## config.mk

```make
export PLATFORM = sky130hd
export DESIGN_NAME = isb_agent
export DESIGN_NICKNAME = d
export VERILOG_FILES = /design/src/include/isb_pkg.sv /design/src/rtl/isb_agent.sv
export SDC_FILE = /design/constraint.sdc
export NUM_CORES = 1
export LEC_CHECK = 0
export ABC_CLOCK_PERIOD_IN_PS = 1800
export BUFFER_PORTS_ARGS = -buffer_cell sky130_fd_sc_hd__buf_2
export CAP_MARGIN = 40
export CORE_AREA = 2 2 192 194
export CTS_CLUSTER_DIAMETER = 200
export DETAILED_ROUTE_END_ITERATION = 8
export DIE_AREA = 0 0 194 196
export PLACE_DENSITY = 0.66
export SLEW_MARGIN = 20
export SYNTH_ARGS = -nofsm -noshare
export SYNTH_HDL_FRONTEND = slang
export SYNTH_SLANG_ARGS = --single-unit
```

## constraint.sdc

```tcl
create_clock -name ref_clk -period 1.8 [get_ports ref_clk]
set_input_delay 0.54 -clock ref_clk [delete_from_list [all_inputs] [get_ports ref_clk]]
set_output_delay 0.54 -clock ref_clk [all_outputs]
set_load 0.005 [all_outputs]
```

## src/include/isb_pkg.sv

```systemverilog
// package for the split-transaction i/o bus agent
// assumes all bus wires are active low open-drain, resolved by the bench
package isb_pkg;
  localparam int AddrHi = 35;
  localparam int AddrLo = 3;
  localparam int ParSplit = 24;
  localparam int ReqW = 5;
  localparam int RespW = 3;
  localparam int DataW = 64;
  localparam int LaneW = 8;
  localparam int Lanes = 8;
  localparam int Agents = 4;
  localparam logic [2:0] RespIdle = 3'h0;
  localparam logic [2:0] RespNormal = 3'h7;
  localparam logic [2:0] RespDefer = 3'h4;
  localparam logic [2:0] RespHard = 3'h2;

  typedef struct packed {
    logic [ReqW-1:0] typeCode;
    logic [ReqW-1:0] sizeCode;
    logic [AddrHi:AddrLo] addr;
    logic locked;
    logic lastOfLock;
  } isb_request_type;

  typedef struct packed {
    logic valid;
    logic [ReqW-1:0] typeCode;
    logic [ReqW-1:0] sizeCode;
    logic [AddrHi:AddrLo] addr;
  } isb_seen_type;

  typedef struct packed {
    logic [RespW-1:0] code;
    logic [3:0] beats;
    logic hit;
    logic dirty;
    logic extend;
    logic defer;
  } isb_answer_type;

  typedef enum logic [3:0] {
    ReqIdle = 4'h1,
    ReqWait = 4'h2,
    ReqFirst = 4'h4,
    ReqSecond = 4'h8
  } isb_req_state_type;
endpackage

```

## src/rtl/isb_agent.sv

```systemverilog
// carrier-side agent for a pipelined split-transaction i/o bus
// assumes pins are resolved outside; every pin is active low; inputs synchronous
// Overview of operation
// - priority request makes the high-priority agent next request-bus owner.
// - while block-new-request is asserted, the owner issues no new request.
// - lock stays asserted across an indivisible sequence of transactions.
// - each request spans two cycles; strobe only in the first.
// - request field carries type first cycle, size and length second.
// - request parity covers strobe and low four request bits; checked.
// - address bits 35 to 3 go with the request; transfers eight-byte aligned.
// - address parity upper covers 35..24, lower covers 23..3.
// - address or request parity mismatch asserts address-error.
// - clean copy held asserts clean-snoop in the snoop phase.
// - modified copy asserts dirty-snoop and the agent supplies the line.
// - clean and dirty together extend the snoop window, not a result.
// - addressed agent asserts defer when in-order completion is not assured.
// - three-bit response code with parity over those bits.
// - target-ready marks each data beat, from the response cycle on, and qualifies data.
// - 64-bit data with one parity bit per byte lane.
// - data-busy held by the owner across multi-cycle transfers.
// - unrecoverable data error asserts bus-error.
// - the bus is shared by four bridge agents, each requester and responder.
`timescale 1ns/1ps
module isb_agent
(
  input wire logic ref_clk,
  input wire logic rst_b,
  // user request side
  input wire logic reqValid,
  input wire isb_pkg::isb_request_type reqIn,
  output logic reqReady,
  input wire logic busRequestIn_n,
  output logic busRequestOut_n,
  // request pins
  input wire logic priority_agent_request_n,
  input wire logic block_new_request_n,
  output logic blockNewRequestOut_n,
  input wire logic lockIn_n,
  output logic lockOut_n,
  output logic lockOe,
  input wire logic request_strobe_n,
  output logic requestStrobeOut_n,
  output logic requestStrobeOe,
  input wire logic [isb_pkg::ReqW-1:0] requestIn_n,
  output logic [isb_pkg::ReqW-1:0] requestOut_n,
  input wire logic request_parity_n,
  output logic requestParityOut_n,
  input wire logic [isb_pkg::AddrHi:isb_pkg::AddrLo] addressIn_n,
  output logic [isb_pkg::AddrHi:isb_pkg::AddrLo] addressOut_n,
  input wire logic [1:0] address_parity_n,
  output logic [1:0] addressParityOut_n,
  input wire logic address_error_n,
  output logic addressErrorOut_n,
  // snoop, response and data pins
  input wire logic snoopCleanIn_n,
  input wire logic snoop_dirty_n,
  output logic snoopCleanOut_n,
  output logic snoopDirtyOut_n,
  input wire logic completion_deferred_n,
  output logic completionDeferredOut_n,
  input wire logic [isb_pkg::RespW-1:0] response_code_n,
  output logic [isb_pkg::RespW-1:0] responseCodeOut_n,
  input wire logic response_parity_n,
  output logic responseParityOut_n,
  input wire logic target_ready_n,
  output logic targetReadyOut_n,
  input wire logic [isb_pkg::DataW-1:0] dataIn_n,
  output logic [isb_pkg::DataW-1:0] dataOut_n,
  output logic dataOe,
  input wire logic [isb_pkg::Lanes-1:0] data_byte_parity_n,
  output logic [isb_pkg::Lanes-1:0] dataByteParityOut_n,
  input wire logic data_busy_n,
  output logic dataBusyOut_n,
  input wire logic bus_initialise_n,
  input wire logic bus_error_n,
  output logic busErrorOut_n,
  // user answer side
  input wire logic answerValid,
  input wire isb_pkg::isb_answer_type answerIn,
  input wire logic [isb_pkg::DataW-1:0] answerData,
  input wire logic dataUncorrectable,
  input wire logic userBlock,
  output isb_pkg::isb_seen_type seen,
  output logic [isb_pkg::DataW-1:0] readData,
  output logic readValid,
  output logic seenBusError,
  output logic seenInit
);
  // parity over wire levels; odd count of low bits gives low parity
  function automatic logic wireParity(input logic [63:0] v, input logic [63:0] m);
    wireParity = ~(^(~v & m));
  endfunction

  function automatic logic [63:0] laneMask(input int lo, input int hi);
    logic [63:0] m;
    m = '0;
    for (int i = lo; i <= hi; i++)
      m[i] = 1'b1;
    laneMask = m;
  endfunction

  isb_pkg::isb_req_state_type reqState;
  isb_pkg::isb_request_type held;
  logic lockHeld;
  logic sawStrobe;
  logic [isb_pkg::ReqW-1:0] firstReq;
  logic firstStrobe;
  logic [3:0] beatsLeft;
  logic [isb_pkg::AddrHi:isb_pkg::AddrLo] seenAddr;
  logic [isb_pkg::ReqW-1:0] seenType;

  wire busInit = ~bus_initialise_n;
  // the high-priority agent always wins the next ownership
  wire mayIssue = ~priority_agent_request_n ? 1'b0 : block_new_request_n;

  assign reqReady = (reqState == isb_pkg::ReqIdle) && ~busInit;

  // request phase: strobe then second cycle, no new request while blocked
  always_ff @(posedge ref_clk or negedge rst_b)
  begin
    if (!rst_b)
    begin
      reqState <= isb_pkg::ReqIdle;
      held <= '0;
    end
    else if (busInit)
      reqState <= isb_pkg::ReqIdle;
    else
    begin
      unique case (reqState)
        isb_pkg::ReqIdle:
          if (reqValid)
          begin
            held <= reqIn;
            reqState <= isb_pkg::ReqWait;
          end
        isb_pkg::ReqWait:
          if (mayIssue && busRequestIn_n == 1'b0)
            reqState <= isb_pkg::ReqFirst;
        isb_pkg::ReqFirst:
          reqState <= isb_pkg::ReqSecond;
        isb_pkg::ReqSecond:
          reqState <= isb_pkg::ReqIdle;
      endcase
    end
  end

  // lock held from the cycle after the first locked strobe until the last of the sequence ends
  always_ff @(posedge ref_clk or negedge rst_b)
  begin
    if (!rst_b)
      lockHeld <= 1'b0;
    else if (busInit)
      lockHeld <= 1'b0;
    else if (reqState == isb_pkg::ReqFirst && held.locked)
      lockHeld <= 1'b1;
    else if (reqState == isb_pkg::ReqSecond && held.lastOfLock)
      lockHeld <= 1'b0;
  end

  // request pin drive; wire low means asserted
  always_ff @(posedge ref_clk or negedge rst_b)
  begin
    if (!rst_b)
    begin
      requestStrobeOut_n <= 1'b1;
      requestStrobeOe <= 1'b0;
      requestOut_n <= '1;
      requestParityOut_n <= 1'b1;
      addressOut_n <= '1;
      addressParityOut_n <= 2'h3;
    end
    else if (reqState == isb_pkg::ReqWait && mayIssue && busRequestIn_n == 1'b0 && !busInit)
    begin
      requestStrobeOut_n <= 1'b0;
      requestStrobeOe <= 1'b1;
      requestOut_n <= ~held.typeCode;
      requestParityOut_n <= wireParity({59'h0, 1'b0, ~held.typeCode[3:0]}, 64'h1f);
      addressOut_n <= ~held.addr;
      addressParityOut_n[1] <= wireParity({31'h0, ~held.addr}, laneMask(isb_pkg::ParSplit
        - isb_pkg::AddrLo, isb_pkg::AddrHi - isb_pkg::AddrLo));
      addressParityOut_n[0] <= wireParity({31'h0, ~held.addr}, laneMask(0, isb_pkg::ParSplit
        - isb_pkg::AddrLo - 1));
    end
    else if (reqState == isb_pkg::ReqFirst && !busInit)
    begin
      requestStrobeOut_n <= 1'b1;
      requestOut_n <= ~held.sizeCode;
      requestParityOut_n <= wireParity({59'h0, 1'b1, ~held.sizeCode[3:0]}, 64'h1f);
    end
    else
    begin
      requestStrobeOut_n <= 1'b1;
      requestStrobeOe <= 1'b0;
      requestOut_n <= '1;
      requestParityOut_n <= 1'b1;
      addressOut_n <= '1;
      addressParityOut_n <= 2'h3;
    end
  end

  // requesting ownership and relaying block and lock
  assign busRequestOut_n = ~(reqState == isb_pkg::ReqWait);
  assign blockNewRequestOut_n = ~userBlock;
  assign lockOut_n = ~lockHeld;
  assign lockOe = lockHeld;

  // parity check of observed requests; strobe cycle checks type and address
  always_ff @(posedge ref_clk or negedge rst_b)
  begin
    if (!rst_b)
    begin
      addressErrorOut_n <= 1'b1;
      sawStrobe <= 1'b0;
      firstReq <= '0;
      firstStrobe <= 1'b0;
      seenAddr <= '0;
      seenType <= '0;
      seen <= '0;
    end
    else if (busInit)
    begin
      addressErrorOut_n <= 1'b1;
      sawStrobe <= 1'b0;
      seen <= '0;
    end
    else
    begin
      sawStrobe <= ~request_strobe_n;
      firstReq <= requestIn_n;
      firstStrobe <= request_strobe_n;
      seen.valid <= 1'b0;
      addressErrorOut_n <= 1'b1;
      if (!request_strobe_n)
      begin
        seenAddr <= ~addressIn_n;
        seenType <= ~requestIn_n;
        if (address_parity_n[1] != wireParity({31'h0, addressIn_n}, laneMask(isb_pkg::ParSplit
          - isb_pkg::AddrLo, isb_pkg::AddrHi - isb_pkg::AddrLo))
          || address_parity_n[0] != wireParity({31'h0, addressIn_n}, laneMask(0,
          isb_pkg::ParSplit - isb_pkg::AddrLo - 1))
          || request_parity_n != wireParity({59'h0, request_strobe_n, requestIn_n[3:0]},
          64'h1f))
          addressErrorOut_n <= 1'b0;
      end
      if (sawStrobe)
      begin
        seen.valid <= 1'b1;
        seen.typeCode <= seenType;
        seen.sizeCode <= ~requestIn_n;
        seen.addr <= seenAddr;
        if (request_parity_n != wireParity({59'h0, request_strobe_n, requestIn_n[3:0]}, 64'h1f))
          addressErrorOut_n <= 1'b0;
      end
    end
  end

  // snoop, defer and response drive; target ready qualifies each data beat
  always_ff @(posedge ref_clk or negedge rst_b)
  begin
    if (!rst_b)
    begin
      snoopCleanOut_n <= 1'b1;
      snoopDirtyOut_n <= 1'b1;
      completionDeferredOut_n <= 1'b1;
      responseCodeOut_n <= '1;
      responseParityOut_n <= 1'b1;
      targetReadyOut_n <= 1'b1;
      dataOut_n <= '1;
      dataOe <= 1'b0;
      dataByteParityOut_n <= '1;
      dataBusyOut_n <= 1'b1;
      beatsLeft <= '0;
    end
    else if (busInit)
    begin
      snoopCleanOut_n <= 1'b1;
      snoopDirtyOut_n <= 1'b1;
      completionDeferredOut_n <= 1'b1;
      responseCodeOut_n <= '1;
      responseParityOut_n <= 1'b1;
      targetReadyOut_n <= 1'b1;
      dataOe <= 1'b0;
      dataBusyOut_n <= 1'b1;
      beatsLeft <= '0;
    end
    else
    begin
      // extension drives both snoop lines together
      snoopCleanOut_n <= ~(answerValid && (answerIn.hit || answerIn.extend));
      snoopDirtyOut_n <= ~(answerValid && (answerIn.dirty || answerIn.extend));
      completionDeferredOut_n <= ~(answerValid && answerIn.defer);
      responseCodeOut_n <= answerValid ? ~answerIn.code : '1;
      responseParityOut_n <= answerValid ? wireParity({61'h0, ~answerIn.code}, 64'h7)
        : 1'b1;
      if (answerValid && answerIn.beats != 4'h0 && beatsLeft == 4'h0)
      begin
        beatsLeft <= answerIn.beats - 4'h1;
        targetReadyOut_n <= 1'b0;
        dataOe <= 1'b1;
        dataBusyOut_n <= (answerIn.beats == 4'h1);
      end
      else if (beatsLeft != 4'h0)
      begin
        beatsLeft <= beatsLeft - 4'h1;
        dataBusyOut_n <= (beatsLeft == 4'h1);
      end
      else
      begin
        targetReadyOut_n <= 1'b1;
        dataOe <= 1'b0;
        dataBusyOut_n <= 1'b1;
      end
      dataOut_n <= ~answerData;
      for (int b = 0; b < isb_pkg::Lanes; b++)
        dataByteParityOut_n[b] <= ~(^(~answerData[b*isb_pkg::LaneW +: isb_pkg::LaneW]));
    end
  end

  // incoming data and errors
  always_ff @(posedge ref_clk or negedge rst_b)
  begin
    if (!rst_b)
    begin
      readData <= '0;
      readValid <= 1'b0;
      busErrorOut_n <= 1'b1;
      seenBusError <= 1'b0;
      seenInit <= 1'b0;
    end
    else
    begin
      readValid <= ~target_ready_n && dataOe == 1'b0;
      if (!target_ready_n)
        readData <= ~dataIn_n;
      busErrorOut_n <= ~dataUncorrectable;
      seenBusError <= ~bus_error_n;
      seenInit <= busInit;
    end
  end

  wire unusedIn = ^{lockIn_n, snoopCleanIn_n, snoop_dirty_n, completion_deferred_n,
    response_code_n, response_parity_n, data_byte_parity_n, data_busy_n, address_error_n,
    firstReq, firstStrobe};
endmodule

```

**After elaboration in Yosys (flattened, before gate mapping)**

Cells that the tools add are included.

- Flip-flop bits (word level): 331
- Bits in latches: 0
- RAM bits: 0
- Memory bits (read-only): 0
- Input bits: 256
- Output and inout bits: 243
- Word-level logic and storage cells: 194
- Memories: 0

- $add $sub $neg: 2
- Multiply operators: 0
- Div/mod/pow operators: 0
- Magnitude comparators: 0
- Equal/unequal tests: 16
- Shift operators: 0
- Multiplexer cells: 46
- Bitwise logic cells: 53
- Reduce and logical (&&, ||, !) cells: 40

Operators by type and width:

| kind | number |
|---|---|
| 64-bit XOR reduction | 8 |
| 33-bit NOT | 4 |
| 64-bit NOT | 2 |
| 44-bit 2-to-1 mux | 2 |
| 33-bit 2-to-1 mux | 2 |
| 8-bit NOT | 8 |
| 8-bit XOR reduction | 8 |
| 1-bit 2-to-1 mux | 29 |
| 1-bit NOT | 29 |
| 5-bit NOT | 5 |
| 4-bit 2-to-1 mux | 6 |
| 4-bit one-hot mux with 4 select lines | 1 |
| 1-bit logical AND | 14 |
| 4-bit by 1-bit equality test with 1-bit output, second input constant | 3 |
| 5-bit 2-to-1 mux | 2 |
| 3-bit inequality test, second input constant | 3 |
| 4-bit NOT | 2 |
| 4-bit nonzero test | 2 |
| 4-bit by 1-bit subtractor with 4-bit output, second input constant | 2 |
| 3-bit 2-to-1 mux | 2 |
| 3-bit by 1-bit inequality test with 1-bit output, second input constant | 2 |
| 3-bit NOT | 2 |
| 4-bit NOT with 5-bit output | 1 |
| 4-bit by 2-bit equality test with 1-bit output, second input constant | 1 |
| other kinds (10) | 17 |

**Logic depth before layout (Yosys ltp)**

- Word-level depth: 11
- Depth in mapped cells: 7
- Depth with buffers taken out: 7

**Least setup slack after synthesis**

No wires, ideal clock.

- Kind: input to register
- From: in bus_initialise_n
- To: reg held[1] (netlist name)
- Library setup time: 125 ps
- Arrival: 1509 ps
- Data required time: 1675 ps
- Setup slack: 166 ps
- Stages on the path: 5
- Path buffers: 2
- Cells stage by stage: buf_2 -> and3_2 -> nand2_4 -> buf_6 -> mux2_2

- Word-level cells in the longest chain between the ends: 1

RTL lines:

| what | RTL line | source |
|---|---|---|
| from (decl) | isb_agent.sv:74 | `input wire logic bus_initialise_n,` |
| 3-bit AND reduction (no line) | - |  |
| to (signal assigned) | isb_agent.sv:134 | `held <= reqIn;` |
| to (decl) | isb_agent.sv:103 | `isb_pkg::isb_request_type held;` |

Every way passes these cells.
A chain may end at the register's enable or synchronous reset.

**Final worst setup path**

- From: reg reqState[0]
- To: out reqReady

- Word-level cells in the longest chain between the ends: 2

RTL lines:

| what | RTL line | source |
|---|---|---|
| from (decl) | isb_agent.sv:102 | `isb_pkg::isb_req_state_type reqState;` |
| from (signal assigned) | isb_agent.sv:123 | `reqState <= isb_pkg::ReqIdle;` |
| from (signal assigned) | isb_agent.sv:127 | `reqState <= isb_pkg::ReqIdle;` |
| from (signal assigned) | isb_agent.sv:135 | `reqState <= isb_pkg::ReqWait;` |
| 4-bit by 1-bit equality test with 1-bit output | isb_agent.sv:116 | `assign reqReady = (reqState == isb_pkg::ReqIdle) && ~busInit;` |
| 1-bit logical AND | isb_agent.sv:116 |  |
| to (decl) | isb_agent.sv:31 | `output logic reqReady,` |

Every way passes these cells.

==> run summary <==
The launch instance of the worst register-to-register path is reqState[0]. The total overflow left after global routing is 0. The register-to-register setup slack is 130 ps. The summed area of non-filler cells in the final layout came out at 0.0180 sq mm. The most common cell in the synthesized netlist is sky130_fd_sc_hd__dfrtp_1. The part of the Yosys area used for sequential elements is 63.0%. After layout, the design draws a total of 20.4 mW. The via count of the first global-routing pass is 10600.

The number of buffers added by the clock tree synthesis step came out at 38. The path class of the tightest hold or removal check is input port to register. The worst endpoint required time came out at 1260 ps. The number of rows created at floorplan is 70.

The largest net degree at the start of global routing came out at 53. After detailed routing, the average wire length per cell comes to 16.7 microns. The post-detailed-placement cell area came out at 0.0167 sq mm. The DRC violations left came out at 0. By count the netlist is led by sky130_fd_sc_hd__dfrtp_1 (205), sky130_fd_sc_hd__nand2_1 (184), sky130_fd_sc_hd__o21ai_0 (173). The tightest hold path in the finished design has a slack of 134 ps. The average vias per placed instance came out at 4.68. The worst setup path is launched from a register.

The clock latency of the later-clocked register in the worst-skew pair came out at 520 ps. The buffer depth of the longest clock path is 3. The primary flip-flop cell chosen by synthesis mapping is sky130_fd_sc_hd__dfrtp_1. The net count of the mapped netlist is 1428. The leakage power summed over all cells came out at 8.36 nW. The area growth from synthesis to layout is 34.3%. Counting flops and latches in the post-synthesis netlist gives 331. By area the synthesized netlist is led by sky130_fd_sc_hd__dfrtp_1 (38%), sky130_fd_sc_hd__dfstp_2 (25%), sky130_fd_sc_hd__xnor2_1 (8.0%).

The checks that failed: setup timing. STA puts the critical path data arrival time at 1480 ps. The final HPWL from detailed placement is 27.5 mm.

At the end of the flow the core is filled with cells to 49.9%. The die covers 0.0380 sq mm. The die height came out at 196 microns. TritonCTS built the clock tree. The Yosys warning count came out at 0. The worst register-to-register path has a depth of 6. The clock slew at the register clock pins of the worst setup and hold paths is 60 ps. Between clock sinks in the finished design, the worst skew comes to 8.65 ps.

Headroom to the max-slew limit came out at 66.5%. The initial utilization of the core area, before any placement, comes to 37.1%. The final number of hold-violating endpoints came to 0.

The detailed router placed 10200 vias in this run. The number of antenna violations at the first check in global routing is 3. In this run, the number of DRC markers left after iteration 0 of detailed routing was 322. The worst min-delay path startpoint is dataUncorrectable. The post-route fraction of the period consumed by the critical path is 112%.

The total I/O pin count came out at 499. The average instance in the mapped netlist occupies 11.5 sq um. At the pin with the least slew margin, the transition time is 502 ps. The first global-routing pass estimated 57.5 mm of wire.

The area of the core region came out at 0.0361 sq mm. Global routing consumed, over all layers together, 18.9% of the routing resources. VDD sags by at most 679 uV. The first-pass iteration count of the detailed router came out at 4. The share of async-settable or async-resettable flops after synthesis came out at 100%.

The count of mapped cells out of synthesis came out at 1167. The number of max-slew violations in the final report came out at 0. The flow ran to the end, but the final reports show violations.

The worst setup path is captured at an output pin. The sink count of the clock tree is 331. The final RePlAce weighted congestion came out at 0.869. The largest fanout on the critical path is 2. The clock period minus final worst setup slack came out at 2020 ps. The timing-limited maximum frequency came out at 494 MHz.

In this run the remaining antenna-violating nets after routing total 0. The end point of the most critical hold path is busErrorOut_n. CTS built an H-tree with a depth of 2. Setup repair after global routing could not meet its margin everywhere.

The total length of routed wires is 36.4 mm. The number of buffer cells added on primary ports came out at 480. The endpoint identified for the worst register-to-register timing path is held[5].

After the last flow step, the layout net total stands at 1941. The cell depth of the worst hold path is 2. The critical path in this run is classified as register to output pin.

The area share of the largest cell type after synthesis came out at 38.3%. The clock tree root driver cell is sky130_fd_sc_hd__clkbuf_16. The final critical-path setup slack is -223 ps.

The width of the die came out at 194 microns. The total of endpoints with negative setup slack in the final report is 2. Power spread over the standard cell area amounts to 1140 mW/mm^2.

The fraction of final layout cells with drive strength greater than 1 is 45.6%. The synthesized netlist occupies a cell area of 0.0134 sq mm. The max-cap violation count came out at 0. The biggest area contributor in the post-synthesis netlist is sky130_fd_sc_hd__dfrtp_1.

Counting flops with a built-in enable in the synthesized netlist gives 0. The post-placement worst setup slack came out at 19.5 ps. The count of unique library cells instantiated by Yosys is 35.
report_power, final:
part	switching, mW	internal (mW)	total, mW
sequential	0.611	8.52	9.13
combinational	1.86	2.06	3.93
clock	2.96	4.42	7.37
total	5.43	15.0	20.4
kinds of logic after synthesis:
kind of cell	synth area share [%]
DFF	63.0
and+or+nand+nor	8.59
AOI/OAI and AO/OA	8.70
xor gates and xnor gates	9.02
muxes	7.67
buffers and inverters	2.56
adders and majority gates	0.467
critical path, cell delays in order, from the launching register on:
cell                      delay [ps]
sky130_fd_sc_hd__dfstp_2         530
sky130_fd_sc_hd__nor2b_4         140
sky130_fd_sc_hd__and3_4          200
sky130_fd_sc_hd__buf_6           100
registers in the layout (all words and copies together), names as in the netlist, 2 cells and up:
name,count
readData,64
addressOut_n,33
reqState,4
dataByteParityOut_n,8
requestOut_n,5
seen,44
dataOut_n,64
beatsLeft,4
responseCodeOut_n,3
addressParityOut_n,2
seenType,5
seenAddr,33
held,45
worst max-delay path by stage:
stage / startpoint / to
after floorplan: bus_initialise_n / held[1]
after global placement: addressIn_n[20] / addressErrorOut_n
after detailed placement: addressIn_n[20] / addressErrorOut_n
after CTS: reqState[0] / reqReady
after global routing: reqState[0] / reqReady
final: reqState[0] / reqReady
final cells by class:
| type | count | area (sq um) |
|---|---|---|
| Fill cell | 3255 | 18100 |
| Clock inverter | 9 | 78.8 |
| Tap cell | 468 | 586 |
| Sequential cell | 331 | 8440 |
| Clock buffer | 58 | 1120 |
| Multi-Input combinational cell | 757 | 4650 |
| Antenna cell | 1 | 2.50 |
| Inverter | 18 | 70.1 |
| Timing Repair Buffer | 534 | 3040 |
repair_timing:
item,4_1_cts,5_1_grt
buffers inserted,6,0
resized for setup,10,1
setup endpoints to repair,2,4
hold buffers,1,0
pin swaps,1,0
hold endpoints to repair,19,0
cells in the final DEF, fill, tap and decap left out, types with 2 or more instances in the layout:
cell                           n
sky130_fd_sc_hd__mux2_2       51
sky130_fd_sc_hd__o221ai_1      2
sky130_fd_sc_hd__clkbuf_1     12
sky130_fd_sc_hd__nor2b_4       2
sky130_fd_sc_hd__nand3_1       3
sky130_fd_sc_hd__mux2_1        2
sky130_fd_sc_hd__buf_12       17
sky130_fd_sc_hd__mux2i_1      43
sky130_fd_sc_hd__a211oi_1      2
sky130_fd_sc_hd__clkbuf_16    39
sky130_fd_sc_hd__a21oi_1      39
sky130_fd_sc_hd__xnor2_1     122
sky130_fd_sc_hd__dfrtp_2       2
sky130_fd_sc_hd__buf_2       477
sky130_fd_sc_hd__clkbuf_8      7
sky130_fd_sc_hd__o21ai_0     173
sky130_fd_sc_hd__dfstp_2     126
sky130_fd_sc_hd__xor2_1       16
sky130_fd_sc_hd__inv_1        16
sky130_fd_sc_hd__clkinv_2      5
sky130_fd_sc_hd__dfrtp_1     203
sky130_fd_sc_hd__clkinvlp_4    2
sky130_fd_sc_hd__nor3_1        3
sky130_fd_sc_hd__nand2_1     183
sky130_fd_sc_hd__nor2_1       90
sky130_fd_sc_hd__buf_4        37
sky130_fd_sc_hd__ha_1          5
sky130_fd_sc_hd__a22oi_1       7
metal layers:
layer | wire length (microns) | GRT usage [%]
met5 | 32 | 0
met3 | 3020 | 6.09
met2 | 17500 | 31.3
met1 | 14900 | 23.2
met4 | 1040 | 6.51
stage by stage:
| step | instances | setup TNS (ps) |
|---|---|---|
| 3_5_place_dp | 2101 | 0 |
| 3_3_place_gp | 2101 | 0 |
| 6_report | 2176 | -391 |
| 5_1_grt | 2175 | -480 |
| 2_1_floorplan | 1167 | 0 |
| 4_1_cts | 2175 | -435 |
Power figures use the tool's default switching activity.
